**src/design/ufb_map.svh**
```systemverilog
`ifndef UFB_MAP_SVH
`define UFB_MAP_SVH

// Register indexes; byte address is four times the index
`define UFB_IDX_CTRL 8'hd2
`define UFB_IDX_DATA 8'hd3
`define UFB_IDX_FMT 8'he5
`define UFB_IDX_BCTL 8'hac
`define UFB_IDX_RLH 8'hb5
`define UFB_IDX_RLL 8'hb4

// serial_port_control_flags fields
`define UFB_CTRL_OVR 7
`define UFB_CTRL_PARITY_ERROR_FLAG 6
`define UFB_CTRL_REN 4
`define UFB_CTRL_TBX 3
`define UFB_CTRL_RBX 2
`define UFB_CTRL_TI 1
`define UFB_CTRL_RI 0

// frame_format_config fields
`define UFB_FMT_MCE 7
`define UFB_FMT_PT_LO 5
`define UFB_FMT_PE 4
`define UFB_FMT_LEN_LO 2
`define UFB_FMT_XBE 1
`define UFB_FMT_SBL 0
`define UFB_FMT_RESET 8'h0c

// baud_generator_control fields
`define UFB_BCTL_BAUD_GENERATOR_ENABLE 6
`define UFB_BCTL_BPS_LO 0

// Prescaler divisors per select code
`define UFB_DIV_SEL0 6'h0c
`define UFB_DIV_SEL1 6'h04
`define UFB_DIV_SEL2 6'h30
`define UFB_DIV_SEL3 6'h01

// Timer limits
`define UFB_TMR_MAX 16'hffff

// Bit lengths counted in half-bit ticks
`define UFB_HALF_BIT 3'h1
`define UFB_FULL_BIT 3'h2
`define UFB_STOP_1P5 3'h3
`define UFB_STOP_2 3'h4

`endif

```
**src/design/ufb_pkg.sv**
```systemverilog
package ufb_pkg;

  typedef enum logic [2:0] {
    UFB_ST_IDLE = 3'b000,
    UFB_ST_START = 3'b001,
    UFB_ST_DATA = 3'b010,
    UFB_ST_XBIT = 3'b011,
    UFB_ST_STOP = 3'b100
  } ufb_frame_state_type;

  typedef enum logic [1:0] {
    UFB_PAR_ODD = 2'b00,
    UFB_PAR_EVEN = 2'b01,
    UFB_PAR_MARK = 2'b10,
    UFB_PAR_SPACE = 2'b11
  } ufb_parity_type;

endpackage

```
**src/design/ufb_baud_if.sv**
```systemverilog
`timescale 1ns/10ps
interface ufb_baud_if;
  logic en;
  logic [1:0] sel;
  logic [15:0] reload;
  logic restart;
  logic tick;
  modport ctrl (output en, output sel, output reload, output restart,
                input tick);
  modport gen (input en, input sel, input reload, input restart,
               output tick);
endinterface

```
**src/design/ufb_baud_gen.sv**
```systemverilog
`timescale 1ns/10ps
`include "ufb_map.svh"
module ufb_baud_gen (
  // Clock and reset
  input wire logic core_clk,
  input wire logic reset,
  // Control and tick
  ufb_baud_if.gen bif
);
  import ufb_pkg::*;

  logic [5:0] pre_reg, pre_next;
  logic [15:0] tmr_reg, tmr_next;
  logic tick_reg, tick_next;
  logic [5:0] div;

  always_comb begin
    case (bif.sel)
      2'h0: div = `UFB_DIV_SEL0;
      2'h1: div = `UFB_DIV_SEL1;
      2'h2: div = `UFB_DIV_SEL2;
      default: div = `UFB_DIV_SEL3;
    endcase
    pre_next = pre_reg;
    tmr_next = tmr_reg;
    tick_next = 1'b0;
    if (!bif.en || bif.restart) begin
      pre_next = 6'h00;
      tmr_next = bif.reload;
    end else if (pre_reg == div - 6'h01) begin
      pre_next = 6'h00;
      if (tmr_reg == `UFB_TMR_MAX) begin
        tmr_next = bif.reload;
        tick_next = 1'b1;
      end else begin
        tmr_next = tmr_reg + 16'h0001;
      end
    end else begin
      pre_next = pre_reg + 6'h01;
    end
  end

  always_ff @(posedge core_clk or posedge reset) begin
    if (reset) begin
      pre_reg <= 6'h00;
      tmr_reg <= 16'h0000;
      tick_reg <= 1'b0;
    end else begin
      pre_reg <= pre_next;
      tmr_reg <= tmr_next;
      tick_reg <= tick_next;
    end
  end

  assign bif.tick = tick_reg;
endmodule

```
**src/design/ufb_top.sv**
```systemverilog
`timescale 1ns/10ps
`include "ufb_map.svh"
// Notes on behaviour
// - Dedicated 16-bit timer with 1/4/12/48 prescaler
// - Generator disabled keeps port fully inactive
// - Timer counts ticks, reloads on wrap
// - Reload is high byte joined low byte
// - Transmit to clock/2, receive to clock/8
// - Start low, data LSB first, extra, stop
// - Five to eight data bits per frame
// - Parity generated and checked, four types
// - Stop one, or two / 1.5 long
// - Parity excludes the software extra bit
// - Data write starts transmit, extra set first
// - Transmit flag set at stop-bit start
// - Receive only while enabled, on start edge
// - Store frame if space and filter passes
// - Full buffer drops new frame, keeps old
// - Receive flag set when frame is stored
// - Data read low bits, extra field stop/extra
// - Receive queue holds three bytes
// - Filtered with extra bit: only extra one
// - Sticky overrun flag on dropped character
// - Receive flag follows queue; empty read repeats
// - Rate is clock/(65536-reload)/2/prescaler
module ufb_top #(
  parameter int RX_DEPTH = 3
) (
  // Clock and reset
  input wire logic core_clk,
  input wire logic reset,
  // Avalon-MM slave
  input wire logic [9:0] avs_address,
  input wire logic avs_read,
  input wire logic avs_write,
  input wire logic [31:0] avs_writedata,
  input wire logic [3:0] avs_byteenable,
  output logic [31:0] avs_readdata,
  output logic avs_waitrequest,
  // Serial lines
  input wire logic rx_in,
  output logic tx_out
);
  import ufb_pkg::*;

  localparam int CW = $clog2(RX_DEPTH + 1);
  localparam int PW = (RX_DEPTH > 1) ? $clog2(RX_DEPTH) : 1;

  ufb_baud_if tx_bif ();
  ufb_baud_if rx_bif ();

  // Bus and software registers
  logic ack_reg, ack_next;
  logic wait_reg, wait_next;
  logic [31:0] rdata_reg, rdata_next;
  logic pop_ok_reg, pop_ok_next;
  logic ovr_reg, ovr_next, parity_error_flag_reg, parity_error_flag_next;
  logic ren_reg, ren_next, tbx_reg, tbx_next, ti_reg, ti_next;
  logic [7:0] fmt_reg, fmt_next;
  logic baud_generator_enable_reg, baud_generator_enable_next;
  logic [1:0] bps_reg, bps_next;
  logic [7:0] rlh_reg, rlh_next, rll_reg, rll_next;
  // Transmit
  ufb_frame_state_type tx_st_reg, tx_st_next;
  logic [2:0] tx_left_reg, tx_left_next, tx_idx_reg, tx_idx_next;
  logic [7:0] tx_sh_reg, tx_sh_next;
  logic tx_xb_reg, tx_xb_next, tx_line_reg, tx_line_next;
  logic pend_reg, pend_next, pend_xb_reg, pend_xb_next;
  logic [7:0] pend_dat_reg, pend_dat_next;
  // Receive
  logic rx_s1_reg, rx_s2_reg, rx_prev_reg;
  ufb_frame_state_type rx_st_reg, rx_st_next;
  logic [2:0] rx_left_reg, rx_left_next, rx_idx_reg, rx_idx_next;
  logic [7:0] rx_sh_reg, rx_sh_next;
  logic rx_xb_reg, rx_xb_next, rst_reg, rst_next;
  logic [8:0] fifo_reg [RX_DEPTH];
  logic [8:0] fifo_next [RX_DEPTH];
  logic [PW-1:0] wp_reg, wp_next, rp_reg, rp_next;
  logic [CW-1:0] cnt_reg, cnt_next;
  logic [8:0] last_reg, last_next;

  // Shared decode
  logic wr, pop, tx_load, ti_set, ovr_set, parity_error_flag_set;
  logic [7:0] idx, rmux;
  logic [8:0] view;
  logic address_filter_enable, pe, extra_bit_enable, sbl, has_x, soft_x, rx_tick;
  logic [1:0] dlen, ptype;
  logic [2:0] last_bit;

  function automatic logic par_bit(input logic [7:0] d,
                                   input logic [1:0] len,
                                   input logic [1:0] pt);
    logic [7:0] m;
    m = 8'hff >> (2'h3 - len);
    case (pt)
      UFB_PAR_ODD: par_bit = ~^(d & m);
      UFB_PAR_EVEN: par_bit = ^(d & m);
      UFB_PAR_MARK: par_bit = 1'b1;
      default: par_bit = 1'b0;
    endcase
  endfunction

  assign address_filter_enable = fmt_reg[`UFB_FMT_MCE];
  assign pe = fmt_reg[`UFB_FMT_PE];
  assign extra_bit_enable = fmt_reg[`UFB_FMT_XBE];
  assign sbl = fmt_reg[`UFB_FMT_SBL];
  assign dlen = fmt_reg[`UFB_FMT_LEN_LO +: 2];
  assign ptype = fmt_reg[`UFB_FMT_PT_LO +: 2];
  assign has_x = pe | extra_bit_enable;
  assign soft_x = extra_bit_enable & ~pe;
  assign last_bit = {1'b0, dlen} + 3'h4;
  assign idx = avs_address[9:2];
  assign view = (cnt_reg != '0) ? fifo_reg[rp_reg] : last_reg;

  // Both generators share the software settings
  assign tx_bif.en = baud_generator_enable_reg;
  assign tx_bif.sel = bps_reg;
  assign tx_bif.reload = {rlh_reg, rll_reg};
  assign tx_bif.restart = 1'b0;
  assign rx_bif.en = baud_generator_enable_reg;
  assign rx_bif.sel = bps_reg;
  assign rx_bif.reload = {rlh_reg, rll_reg};
  assign rx_bif.restart = rst_reg;
  // Stale tick from before a restart would sample too early
  assign rx_tick = rx_bif.tick & ~rst_reg;

  ufb_baud_gen u_tx_gen (
    .core_clk(core_clk),
    .reset(reset),
    .bif(tx_bif)
  );

  ufb_baud_gen u_rx_gen (
    .core_clk(core_clk),
    .reset(reset),
    .bif(rx_bif)
  );

  // Bus slave: answer one cycle after the request is seen
  always_comb begin
    case (idx)
      `UFB_IDX_CTRL: rmux = {ovr_reg, parity_error_flag_reg, 1'b0, ren_reg, tbx_reg,
                             view[8], ti_reg, cnt_reg != '0};
      `UFB_IDX_DATA: rmux = view[7:0];
      `UFB_IDX_FMT: rmux = fmt_reg;
      `UFB_IDX_BCTL: rmux = {1'b0, baud_generator_enable_reg, 4'h0, bps_reg};
      `UFB_IDX_RLH: rmux = rlh_reg;
      `UFB_IDX_RLL: rmux = rll_reg;
      default: rmux = 8'h00;
    endcase
    ack_next = (avs_read | avs_write) & ~ack_reg;
    wait_next = ~ack_next;
    rdata_next = rdata_reg;
    pop_ok_next = pop_ok_reg;
    if (ack_next) begin
      rdata_next = {24'h0000_00, rmux};
      pop_ok_next = cnt_reg != '0;
    end
    wr = avs_write & ack_reg & avs_byteenable[0];
    pop = avs_read & ack_reg & (idx == `UFB_IDX_DATA) & pop_ok_reg;
    tx_load = wr & (idx == `UFB_IDX_DATA);
    ovr_next = ovr_reg;
    parity_error_flag_next = parity_error_flag_reg;
    ren_next = ren_reg;
    tbx_next = tbx_reg;
    ti_next = ti_reg;
    fmt_next = fmt_reg;
    baud_generator_enable_next = baud_generator_enable_reg;
    bps_next = bps_reg;
    rlh_next = rlh_reg;
    rll_next = rll_reg;
    if (wr) begin
      case (idx)
        `UFB_IDX_CTRL: begin
          ovr_next = avs_writedata[`UFB_CTRL_OVR];
          parity_error_flag_next = avs_writedata[`UFB_CTRL_PARITY_ERROR_FLAG];
          ren_next = avs_writedata[`UFB_CTRL_REN];
          tbx_next = avs_writedata[`UFB_CTRL_TBX];
          ti_next = avs_writedata[`UFB_CTRL_TI];
        end
        `UFB_IDX_FMT: fmt_next = avs_writedata[7:0];
        `UFB_IDX_BCTL: begin
          baud_generator_enable_next = avs_writedata[`UFB_BCTL_BAUD_GENERATOR_ENABLE];
          bps_next = avs_writedata[`UFB_BCTL_BPS_LO +: 2];
        end
        `UFB_IDX_RLH: rlh_next = avs_writedata[7:0];
        `UFB_IDX_RLL: rll_next = avs_writedata[7:0];
        default: ;
      endcase
    end
    // Hardware set beats a same-cycle software clear
    if (ovr_set) ovr_next = 1'b1;
    if (parity_error_flag_set) parity_error_flag_next = 1'b1;
    if (ti_set) ti_next = 1'b1;
  end

  always_ff @(posedge core_clk or posedge reset) begin
    if (reset) begin
      ack_reg <= 1'b0;
      wait_reg <= 1'b1;
      rdata_reg <= 32'h0000_0000;
      pop_ok_reg <= 1'b0;
      ovr_reg <= 1'b0;
      parity_error_flag_reg <= 1'b0;
      ren_reg <= 1'b0;
      tbx_reg <= 1'b0;
      ti_reg <= 1'b0;
      fmt_reg <= `UFB_FMT_RESET;
      baud_generator_enable_reg <= 1'b0;
      bps_reg <= 2'h0;
      rlh_reg <= 8'h00;
      rll_reg <= 8'h00;
    end else begin
      ack_reg <= ack_next;
      wait_reg <= wait_next;
      rdata_reg <= rdata_next;
      pop_ok_reg <= pop_ok_next;
      ovr_reg <= ovr_next;
      parity_error_flag_reg <= parity_error_flag_next;
      ren_reg <= ren_next;
      tbx_reg <= tbx_next;
      ti_reg <= ti_next;
      fmt_reg <= fmt_next;
      baud_generator_enable_reg <= baud_generator_enable_next;
      bps_reg <= bps_next;
      rlh_reg <= rlh_next;
      rll_reg <= rll_next;
    end
  end

  // Transmitter, paced in half-bit ticks
  always_comb begin
    tx_st_next = tx_st_reg;
    tx_left_next = tx_left_reg;
    tx_idx_next = tx_idx_reg;
    tx_sh_next = tx_sh_reg;
    tx_xb_next = tx_xb_reg;
    tx_line_next = tx_line_reg;
    pend_next = pend_reg;
    pend_xb_next = pend_xb_reg;
    pend_dat_next = pend_dat_reg;
    ti_set = 1'b0;
    if (!baud_generator_enable_reg) begin
      tx_st_next = UFB_ST_IDLE;
      tx_line_next = 1'b1;
    end else if (tx_bif.tick) begin
      case (tx_st_reg)
        UFB_ST_IDLE: if (pend_reg) begin
          tx_st_next = UFB_ST_START;
          tx_line_next = 1'b0;
          tx_left_next = `UFB_FULL_BIT;
          tx_sh_next = pend_dat_reg;
          tx_idx_next = 3'h0;
          tx_xb_next = pe ? par_bit(pend_dat_reg, dlen, ptype)
                          : pend_xb_reg;
          pend_next = 1'b0;
        end
        UFB_ST_START, UFB_ST_DATA, UFB_ST_XBIT, UFB_ST_STOP: begin
          if (tx_left_reg != `UFB_HALF_BIT) begin
            tx_left_next = tx_left_reg - 3'h1;
          end else begin
            tx_left_next = `UFB_FULL_BIT;
            case (tx_st_reg)
              UFB_ST_START: begin
                tx_st_next = UFB_ST_DATA;
                tx_line_next = tx_sh_reg[0];
              end
              UFB_ST_DATA: if (tx_idx_reg != last_bit) begin
                tx_idx_next = tx_idx_reg + 3'h1;
                tx_sh_next = tx_sh_reg >> 1;
                tx_line_next = tx_sh_reg[1];
              end else if (has_x) begin
                tx_st_next = UFB_ST_XBIT;
                tx_line_next = tx_xb_reg;
              end else begin
                tx_st_next = UFB_ST_STOP;
              end
              UFB_ST_XBIT: tx_st_next = UFB_ST_STOP;
              default: tx_st_next = UFB_ST_IDLE;
            endcase
            if (tx_st_next == UFB_ST_STOP) begin
              tx_line_next = 1'b1;
              ti_set = 1'b1;
              tx_left_next = !sbl ? `UFB_FULL_BIT
                : (dlen == 2'h0) ? `UFB_STOP_1P5 : `UFB_STOP_2;
            end
          end
        end
        default: tx_st_next = UFB_ST_IDLE;
      endcase
    end
    // A write while one is pending replaces the pending byte
    if (tx_load) begin
      pend_next = 1'b1;
      pend_dat_next = avs_writedata[7:0];
      pend_xb_next = tbx_reg;
    end
  end

  always_ff @(posedge core_clk or posedge reset) begin
    if (reset) begin
      tx_st_reg <= UFB_ST_IDLE;
      tx_left_reg <= 3'h0;
      tx_idx_reg <= 3'h0;
      tx_sh_reg <= 8'h00;
      tx_xb_reg <= 1'b0;
      tx_line_reg <= 1'b1;
      pend_reg <= 1'b0;
      pend_xb_reg <= 1'b0;
      pend_dat_reg <= 8'h00;
    end else begin
      tx_st_reg <= tx_st_next;
      tx_left_reg <= tx_left_next;
      tx_idx_reg <= tx_idx_next;
      tx_sh_reg <= tx_sh_next;
      tx_xb_reg <= tx_xb_next;
      tx_line_reg <= tx_line_next;
      pend_reg <= pend_next;
      pend_xb_reg <= pend_xb_next;
      pend_dat_reg <= pend_dat_next;
    end
  end

  // Receiver and queue
  always_comb begin
    logic keep, stop, push;
    keep = 1'b0;
    stop = rx_s2_reg;
    push = 1'b0;
    rx_st_next = rx_st_reg;
    rx_left_next = rx_left_reg;
    rx_idx_next = rx_idx_reg;
    rx_sh_next = rx_sh_reg;
    rx_xb_next = rx_xb_reg;
    rst_next = 1'b0;
    ovr_set = 1'b0;
    parity_error_flag_set = 1'b0;
    fifo_next = fifo_reg;
    wp_next = wp_reg;
    rp_next = rp_reg;
    cnt_next = cnt_reg;
    last_next = last_reg;
    if (!ren_reg || !baud_generator_enable_reg) begin
      rx_st_next = UFB_ST_IDLE;
    end else if (rx_st_reg == UFB_ST_IDLE) begin
      if (rx_prev_reg && !rx_s2_reg) begin
        rx_st_next = UFB_ST_START;
        rst_next = 1'b1;
        rx_left_next = `UFB_HALF_BIT;
        rx_idx_next = 3'h0;
        rx_sh_next = 8'h00;
        rx_xb_next = 1'b0;
      end
    end else if (rx_tick) begin
      if (rx_left_reg != `UFB_HALF_BIT) begin
        rx_left_next = rx_left_reg - 3'h1;
      end else begin
        rx_left_next = `UFB_FULL_BIT;
        case (rx_st_reg)
          // A glitch that is high mid start bit is not a frame
          UFB_ST_START: rx_st_next = rx_s2_reg ? UFB_ST_IDLE : UFB_ST_DATA;
          UFB_ST_DATA: begin
            rx_sh_next[rx_idx_reg] = rx_s2_reg;
            rx_idx_next = rx_idx_reg + 3'h1;
            if (rx_idx_reg == last_bit) begin
              rx_st_next = has_x ? UFB_ST_XBIT : UFB_ST_STOP;
            end
          end
          UFB_ST_XBIT: begin
            rx_xb_next = rx_s2_reg;
            rx_st_next = UFB_ST_STOP;
          end
          UFB_ST_STOP: begin
            rx_st_next = UFB_ST_IDLE;
            keep = !address_filter_enable || (soft_x ? rx_xb_reg : stop);
            if (keep && pe &&
                rx_xb_reg != par_bit(rx_sh_reg, dlen, ptype)) begin
              parity_error_flag_set = 1'b1;
            end
            if (keep && cnt_reg != RX_DEPTH[CW-1:0]) begin
              push = 1'b1;
            end else if (keep) begin
              ovr_set = 1'b1;
            end
          end
          default: rx_st_next = UFB_ST_IDLE;
        endcase
      end
    end
    if (push) begin
      fifo_next[wp_reg] = {soft_x ? rx_xb_reg : stop, rx_sh_reg};
      wp_next = (wp_reg == PW'(RX_DEPTH - 1)) ? '0 : wp_reg + 1'b1;
    end
    if (pop) begin
      last_next = fifo_reg[rp_reg];
      rp_next = (rp_reg == PW'(RX_DEPTH - 1)) ? '0 : rp_reg + 1'b1;
    end
    cnt_next = cnt_reg + CW'(push) - CW'(pop);
  end

  always_ff @(posedge core_clk or posedge reset) begin
    if (reset) begin
      rx_s1_reg <= 1'b1;
      rx_s2_reg <= 1'b1;
      rx_prev_reg <= 1'b1;
      rx_st_reg <= UFB_ST_IDLE;
      rx_left_reg <= 3'h0;
      rx_idx_reg <= 3'h0;
      rx_sh_reg <= 8'h00;
      rx_xb_reg <= 1'b0;
      rst_reg <= 1'b0;
      for (int i = 0; i < RX_DEPTH; i++) fifo_reg[i] <= 9'h000;
      wp_reg <= '0;
      rp_reg <= '0;
      cnt_reg <= '0;
      last_reg <= 9'h000;
    end else begin
      rx_s1_reg <= rx_in;
      rx_s2_reg <= rx_s1_reg;
      rx_prev_reg <= rx_s2_reg;
      rx_st_reg <= rx_st_next;
      rx_left_reg <= rx_left_next;
      rx_idx_reg <= rx_idx_next;
      rx_sh_reg <= rx_sh_next;
      rx_xb_reg <= rx_xb_next;
      rst_reg <= rst_next;
      fifo_reg <= fifo_next;
      wp_reg <= wp_next;
      rp_reg <= rp_next;
      cnt_reg <= cnt_next;
      last_reg <= last_next;
    end
  end

  assign avs_readdata = rdata_reg;
  assign avs_waitrequest = wait_reg;
  assign tx_out = tx_line_reg;
endmodule

```
**config.mk**
```make
export PLATFORM = sky130hd
export DESIGN_NAME = ufb_top
export DESIGN_NICKNAME = d
export VERILOG_FILES = /design/src/design/ufb_pkg.sv /design/src/design/ufb_baud_if.sv /design/src/design/ufb_baud_gen.sv /design/src/design/ufb_top.sv
export VERILOG_INCLUDE_DIRS = /design/src /design/src/design
export SDC_FILE = /design/constraint.sdc
export NUM_CORES = 1
export LEC_CHECK = 0
export BUFFER_PORTS_ARGS = -buffer_cell sky130_fd_sc_hd__buf_2
export CORE_ASPECT_RATIO = 1.5
export CORE_MARGIN = 4
export CORE_UTILIZATION = 40
export CTS_CLUSTER_SIZE = 10
export DETAILED_ROUTE_END_ITERATION = 8
export PLACE_DENSITY = 0.59
export SLEW_MARGIN = 20
export SYNTH_ARGS = -nofsm -noshare
export SYNTH_HDL_FRONTEND = slang
export SYNTH_SLANG_ARGS = --single-unit
```
**constraint.sdc**
```tcl
create_clock -name core_clk -period 15.41 [get_ports core_clk]
set_input_delay 1.541 -clock core_clk [delete_from_list [all_inputs] [get_ports core_clk]]
set_output_delay 1.541 -clock core_clk [all_outputs]
set_load 0.03 [all_outputs]
```
# ---- Yosys cells after proc, flatten, opt, wreduce, memory -nomap -nowiden
# Index checks and enable logic that the tools add are counted.
dict set report word_totals {
  register_bits 182
  in_bits 51
  out_inout_bits 34
  wordCells 332
}
dict set report op_classes {
  add_sub_neg 15
  order_cmp 5
  eq_ne 47
  shift 1
  n_mux 142
  bitwise_logic 20
  reduce_logical 57
}
# cell n
set op_table {}
lappend op_table {{$mux 3} 33}
lappend op_table {{$mux 16} 6}
lappend op_table {{$mux 8} 9}
lappend op_table {{$mux 1} 66}
lappend op_table {{$eq 8x8->1 const B} 6}
lappend op_table {{$pmux 8 s6} 1}
lappend op_table {{$mux 9} 4}
lappend op_table {{$add 16x1->16 const B} 2}
lappend op_table {{$eq 16x16->1 const B} 2}
lappend op_table {{$reduce_bool 2->1} 15}
lappend op_table {{$bwmux 27} 1}
lappend op_table {{$mux 6} 4}
lappend op_table {{$bmux 9 s2} 1}
lappend op_table {{$demux 9 s2} 1}
lappend op_table {{$pmux 3 s2} 3}
lappend op_table {{$pmux 3 s3} 2}
lappend op_table {{$pmux 6 s3} 1}
lappend op_table {{$and 8x8->8} 2}
lappend op_table {{$pmux 8 s2} 1}
lappend op_table {{$reduce_and 2->1} 8}
lappend op_table {{$reduce_xnor 8->1} 2}
lappend op_table {{$reduce_xor 8->1} 2}
lappend op_table {{$add 6x1->6 const B} 2}
lappend op_table {{$eq 3x2->1 const B} 4}
lappend op_table {{other kinds (50)} 109}

# ---- Logic depth before layout (Yosys ltp)
dict set report logic_depth {
  depth_word 20
  ltp_mapped 10
  ltp_nobuf 10
}

# ---- Cells and area by module
# A second synthesis with hierarchy kept.
dict set report hier_totals {
  hier_cells 965
  hier_area_um2 9758.1
}
# mod n_inst cells_per_inst area_each_um2 seq_area_each_um2
set modules_own_cells {}
lappend modules_own_cells {ufb_top 1 645 6885.4 3412.0}
lappend modules_own_cells {ufb_baud_gen 2 160 1436.4 575.6}

# ---- Worst setup path after synthesis
# No wires, ideal clock.
dict set report synth_path {
  path_kind {input to register}
  from {input avs_address[5]}
  to {register cnt_reg[1]}
  setup_ps 80
  arrival_time_ps 3267
  required_time_ps 15330
  slack_ps 12063
  path_stages 10
  path_buffers 0
  path_cell_list {nand4b_1 -> nor4b_2 -> nand2_1 -> or2_2 -> inv_1 -> ha_1 -> inv_1 -> ha_1 -> xnor2_1 -> xnor2_1}
}
dict set report synth_via {
  elab_chain_cells 4
}
# item line
set synth_lines {}
lappend synth_lines {{from (decl)} ufb_top.sv:33} ;# input wire logic [9:0] avs_address,
lappend synth_lines {{$eq 8x8->1} n/a}
lappend synth_lines {{$and 1x1->1 (2 in series)} ufb_top.sv:160} ;# pop = avs_read & ack_reg & (idx == `UFB_IDX_DATA) & pop_ok_reg;
lappend synth_lines {{net pop} ufb_top.sv:83} ;# logic wr, pop, tx_load, ti_set, ovr_set, parity_error_flag_set;
lappend synth_lines {{$sub 2x1->2} ufb_top.sv:398} ;# cnt_next = cnt_reg + CW'(push) - CW'(pop);
lappend synth_lines {{net cnt_next[1]} ufb_top.sv:79} ;# logic [CW-1:0] cnt_reg, cnt_next;
lappend synth_lines {{to (signal assigned)} ufb_top.sv:430} ;# cnt_reg <= cnt_next;
lappend synth_lines {{to (decl)} ufb_top.sv:79}
# The timed path passes the listed nets, and every way through them passes these cells.
# A chain may end at the register's enable or synchronous reset.

# ---- Worst setup path after layout
dict set report layout_path {
  from {input avs_address[5]}
  to {register ovr_reg}
}
dict set report layout_via {
  elab_chain_cells 3
}
# item line
set layout_lines {}
lappend layout_lines {{$eq 8x8->1} ufb_top.sv:173} ;# case (idx)
lappend layout_lines {{$reduce_bool 2->1 (no source line)} n/a}
lappend layout_lines {{$reduce_and 2->1 (no source line)} n/a}
lappend layout_lines {{to (signal assigned)} ufb_top.sv:218} ;# ovr_reg <= ovr_next;
lappend layout_lines {{to (decl)} ufb_top.sv:57} ;# logic ovr_reg, ovr_next, parity_error_flag_reg, parity_error_flag_next;
# No other way between the ends.

==> key figures <==
Logic synthesis
  – EDFF count, synth: 0
  – Synth Flop Type: dfrtp_1
  – Warnings, synthesis: 0
  – Synth unique cells: 74
  – Syn_area_per_cell: 9.86 um2
  – #FFs+latches synth: 182
  – Mapped Cells: 972
  – Synth async-reset ratio: 100%
  – Post-synthesis sequential area ratio: 47.6%
  – Netlist Area Pre-Place: 0.00958 mm2

Critical path
  – R2r endpoint: fifo_reg[18]$_DFFE_PP0P_
  – Worst-path cell chain: buf_2 -> nand4b_1 -> nor4b_2 -> nor2b_1 -> nor2b_1 -> mux2_2 -> a31o_2
  – WS Path Type: in -> reg
  – Maximum fanout along the worst path: 8
  – Top delay family on crit path: simple AND/OR/NAND/NOR gates
  – R2R depth: 5
  – CP Capture Type: register
  – Crit. path cell count: 7
  – Arrival time worst endpoint: 3840 ps
  – Slowest Stage Delay on Critical Path: 530 ps
  – R2r startpoint: baud_generator_enable_reg$_DFFE_PP0P_
  – Cell mode on critical path: nor2b_1
  – Critical Path Source: avs_address[5]
  – Worst setup SP type: primary input
  – WP data required: 15730 ps
  – Critical path's slowest cell: nor2b_1
  – Flop2flop setup slack: 12370 ps
  – Worst path bufs/invs: 1
  – Critical Path Sink: ovr_reg$_DFFE_PP0P_

Die
  – Die ar.: 0.0265 mm2
  – Core footprint: 0.0237 mm2
  – Row cnt: 69
  – Die Ht: 198 um
  – Die Wd: 134 um
  – Top Ports: 85
  – Initial Util: 40.5%

Power and ir drop
  – Net Sw Frac: 24.5%
  – Pwr Density: 91.7 mW/mm2
  – Combinational fraction of design power: 4.5%
  – Psw: 0.235 mW
  – Worst vdd ir: 0.0000807 V
  – Leakage: 4.60 nW
  – Clock power frac: 44.2%
  – Internal power: 0.725 mW
  – Part of the power in registers: 51.3%

Clock network
  – Clk sinks: 182
  – CTS root buffer: clkbuf_16
  – Hold_buf cts: 0
  – CTS tree: done
  – CTS clock-pin slew for the worst setup and hold paths: 70 ps
  – Total CTS buffers: 17
  – H-tree depth: 4
  – Worst skew pair latency: 430 ps
  – Deepest clock path buffer count: 2
  – Post-CTS resize count: 0
  – Postcts setup bufs: 0

Route
  – DRC: 0
  – Initial DRT Pass Iterations: 5
  – Avg WL per Cell: 17.8 um
  – Via/cell ratio: 5.49
  – WL final: 23300 um
  – Initial DRC count: 436
  – Via Count: 7204
  – Detail Route Antenna Nets: 0

GRT
  – Antenna violations before repair: 0
  – GRT Total Usage: 17.7%
  – Largest net degree at the start of global routing: 129
  – Overflow after GRT: 0
  – First-pass GRT wire length: 37100 um
  – Number of global-route vias before repair: 6864

Timing
  – Post-Route Setup TNS: 0 ps
  – Setup WS post-layout: 11890 ps
  – Period utilisation layout: 22.8%
  – Final min period: 3520 ps
  – Hold WS: 358 ps
  – Fmax: 284 MHz
  – Final Max Slew Viols: 0
  – Unrepaired setup endpoints after global routing: false
  – Slew @ Worst Pin: 998 ps
  – Worst Skew: 12.8 ps
  – Slew headroom: 33.3%
  – Final hold vios: 0
  – Final setup viols: 0

Finish
  – Share of cells above drive strength 1: 15.7%
  – Number of fill cells: 2304
  – Finished layout cell area: 0.0105 mm2
  – Final core occ: 44.2%
  – Commonest non-fill, non-tap cell in the layout: dfrtp_1
  – Most frequent cells in the layout: dfrtp_1 (175), nand2_1 (112), nor2_1 (72), a21oi_1 (66), o21ai_0 (59)
  – Final nets: 1044
  – Diode count: 0
  – P&R area growth vs syn: 9.26%
  – Largest register FFs: 27

Outcome
  – Status: finished, final reports clean

Job
  – Maxcap violations: 0

Placed design
  – PortBufs: 31
  – DP Worst Slack: 11450 ps
  – Hpwl dp: 16400 um
  – Cell Area, Placed: 0.00990 mm2
  – GPL Wtd Cong: 0.829

Worst hold path
  – Hold Path Class: reg -> reg
-- metal layers --
metal	GRT usage, %	share of wire (%)	vias up
li1	-	-	3454
met1	21.6	43	3539
met2	31.1	51	171
met3	2.68	3.0	40
met4	7.43	3.6	0
met5	0	0	-
-- kinds of logic after synthesis --
logic type	after synthesis	synth area share, %
AO/OA/AOI/OAI	223	14.7
XOR/XNOR	31	2.98
adder cells (fa/ha/maj)	12	1.57
buffers and inverters	92	4.81
flip-flops	182	47.6
multiplexers	94	11.0
other	1	0.0391
AND/OR/NAND/NOR	337	17.3
-- power groups by stage --
stage                     logic, mW  clock network [mW]  registers, mW
after CTS                    0.0440               0.434          0.492
after global routing         0.0484               0.453          0.493
after detailed placement     0.0440                   0          0.501
final                        0.0433               0.424          0.493
after floorplan              0.0353                   0          0.499
after global placement       0.0437                   0          0.501
-- worst min path at each step --
stage | endpoint | slack [ps] | from | depth (start not counted)
after detailed placement | rx_s2_reg$_DFF_PP1_ | 350 | rx_s1_reg$_DFF_PP1_ | 0
after floorplan | rx_s2_reg$_DFF_PP1_ | 350 | rx_s1_reg$_DFF_PP1_ | 0
after global routing | rx_s2_reg$_DFF_PP1_ | 360 | rx_s1_reg$_DFF_PP1_ | 0
after CTS | rx_s2_reg$_DFF_PP1_ | 360 | rx_s1_reg$_DFF_PP1_ | 0
after global placement | rx_s2_reg$_DFF_PP1_ | 350 | rx_s1_reg$_DFF_PP1_ | 0
final | rx_s2_reg$_DFF_PP1_ | 360 | rx_s1_reg$_DFF_PP1_ | 0
-- cell type report --
cell class / instances / area, um2 / share of cell area [%]
clock buffer: 19 / 443 / 4.23
clock inverter: 13 / 123 / 1.17
inverter: 23 / 93.8 / 0.897
multi-input combinational: 721 / 4650 / 44.4
sequential: 182 / 4560 / 43.6
tap: 319 / 399 / 3.81
timing repair buffer: 36 / 193 / 1.84
-- cell usage after synthesis, drive strengths merged (18+ instances only) --
library cell | instances | area [um2]
dfrtp | 175 | 4380
nand2 | 112 | 420
nor2 | 73 | 277
a21oi | 66 | 330
mux2 | 63 | 739
o21ai | 62 | 310
buf | 39 | 260
nand3 | 38 | 190
mux2i | 31 | 310
clkbuf | 30 | 114
inv | 23 | 86.3
nor3 | 22 | 125
xnor2 | 18 | 158
-- per-stage QoR --
step	total power [mW]	instances
final	0.960	1313
after global routing	0.994	1313
after CTS	0.970	1313
after detailed placement	0.545	1281
after global placement	0.545	1281
after floorplan	0.534	995
(Power assumes the default switching activity.)
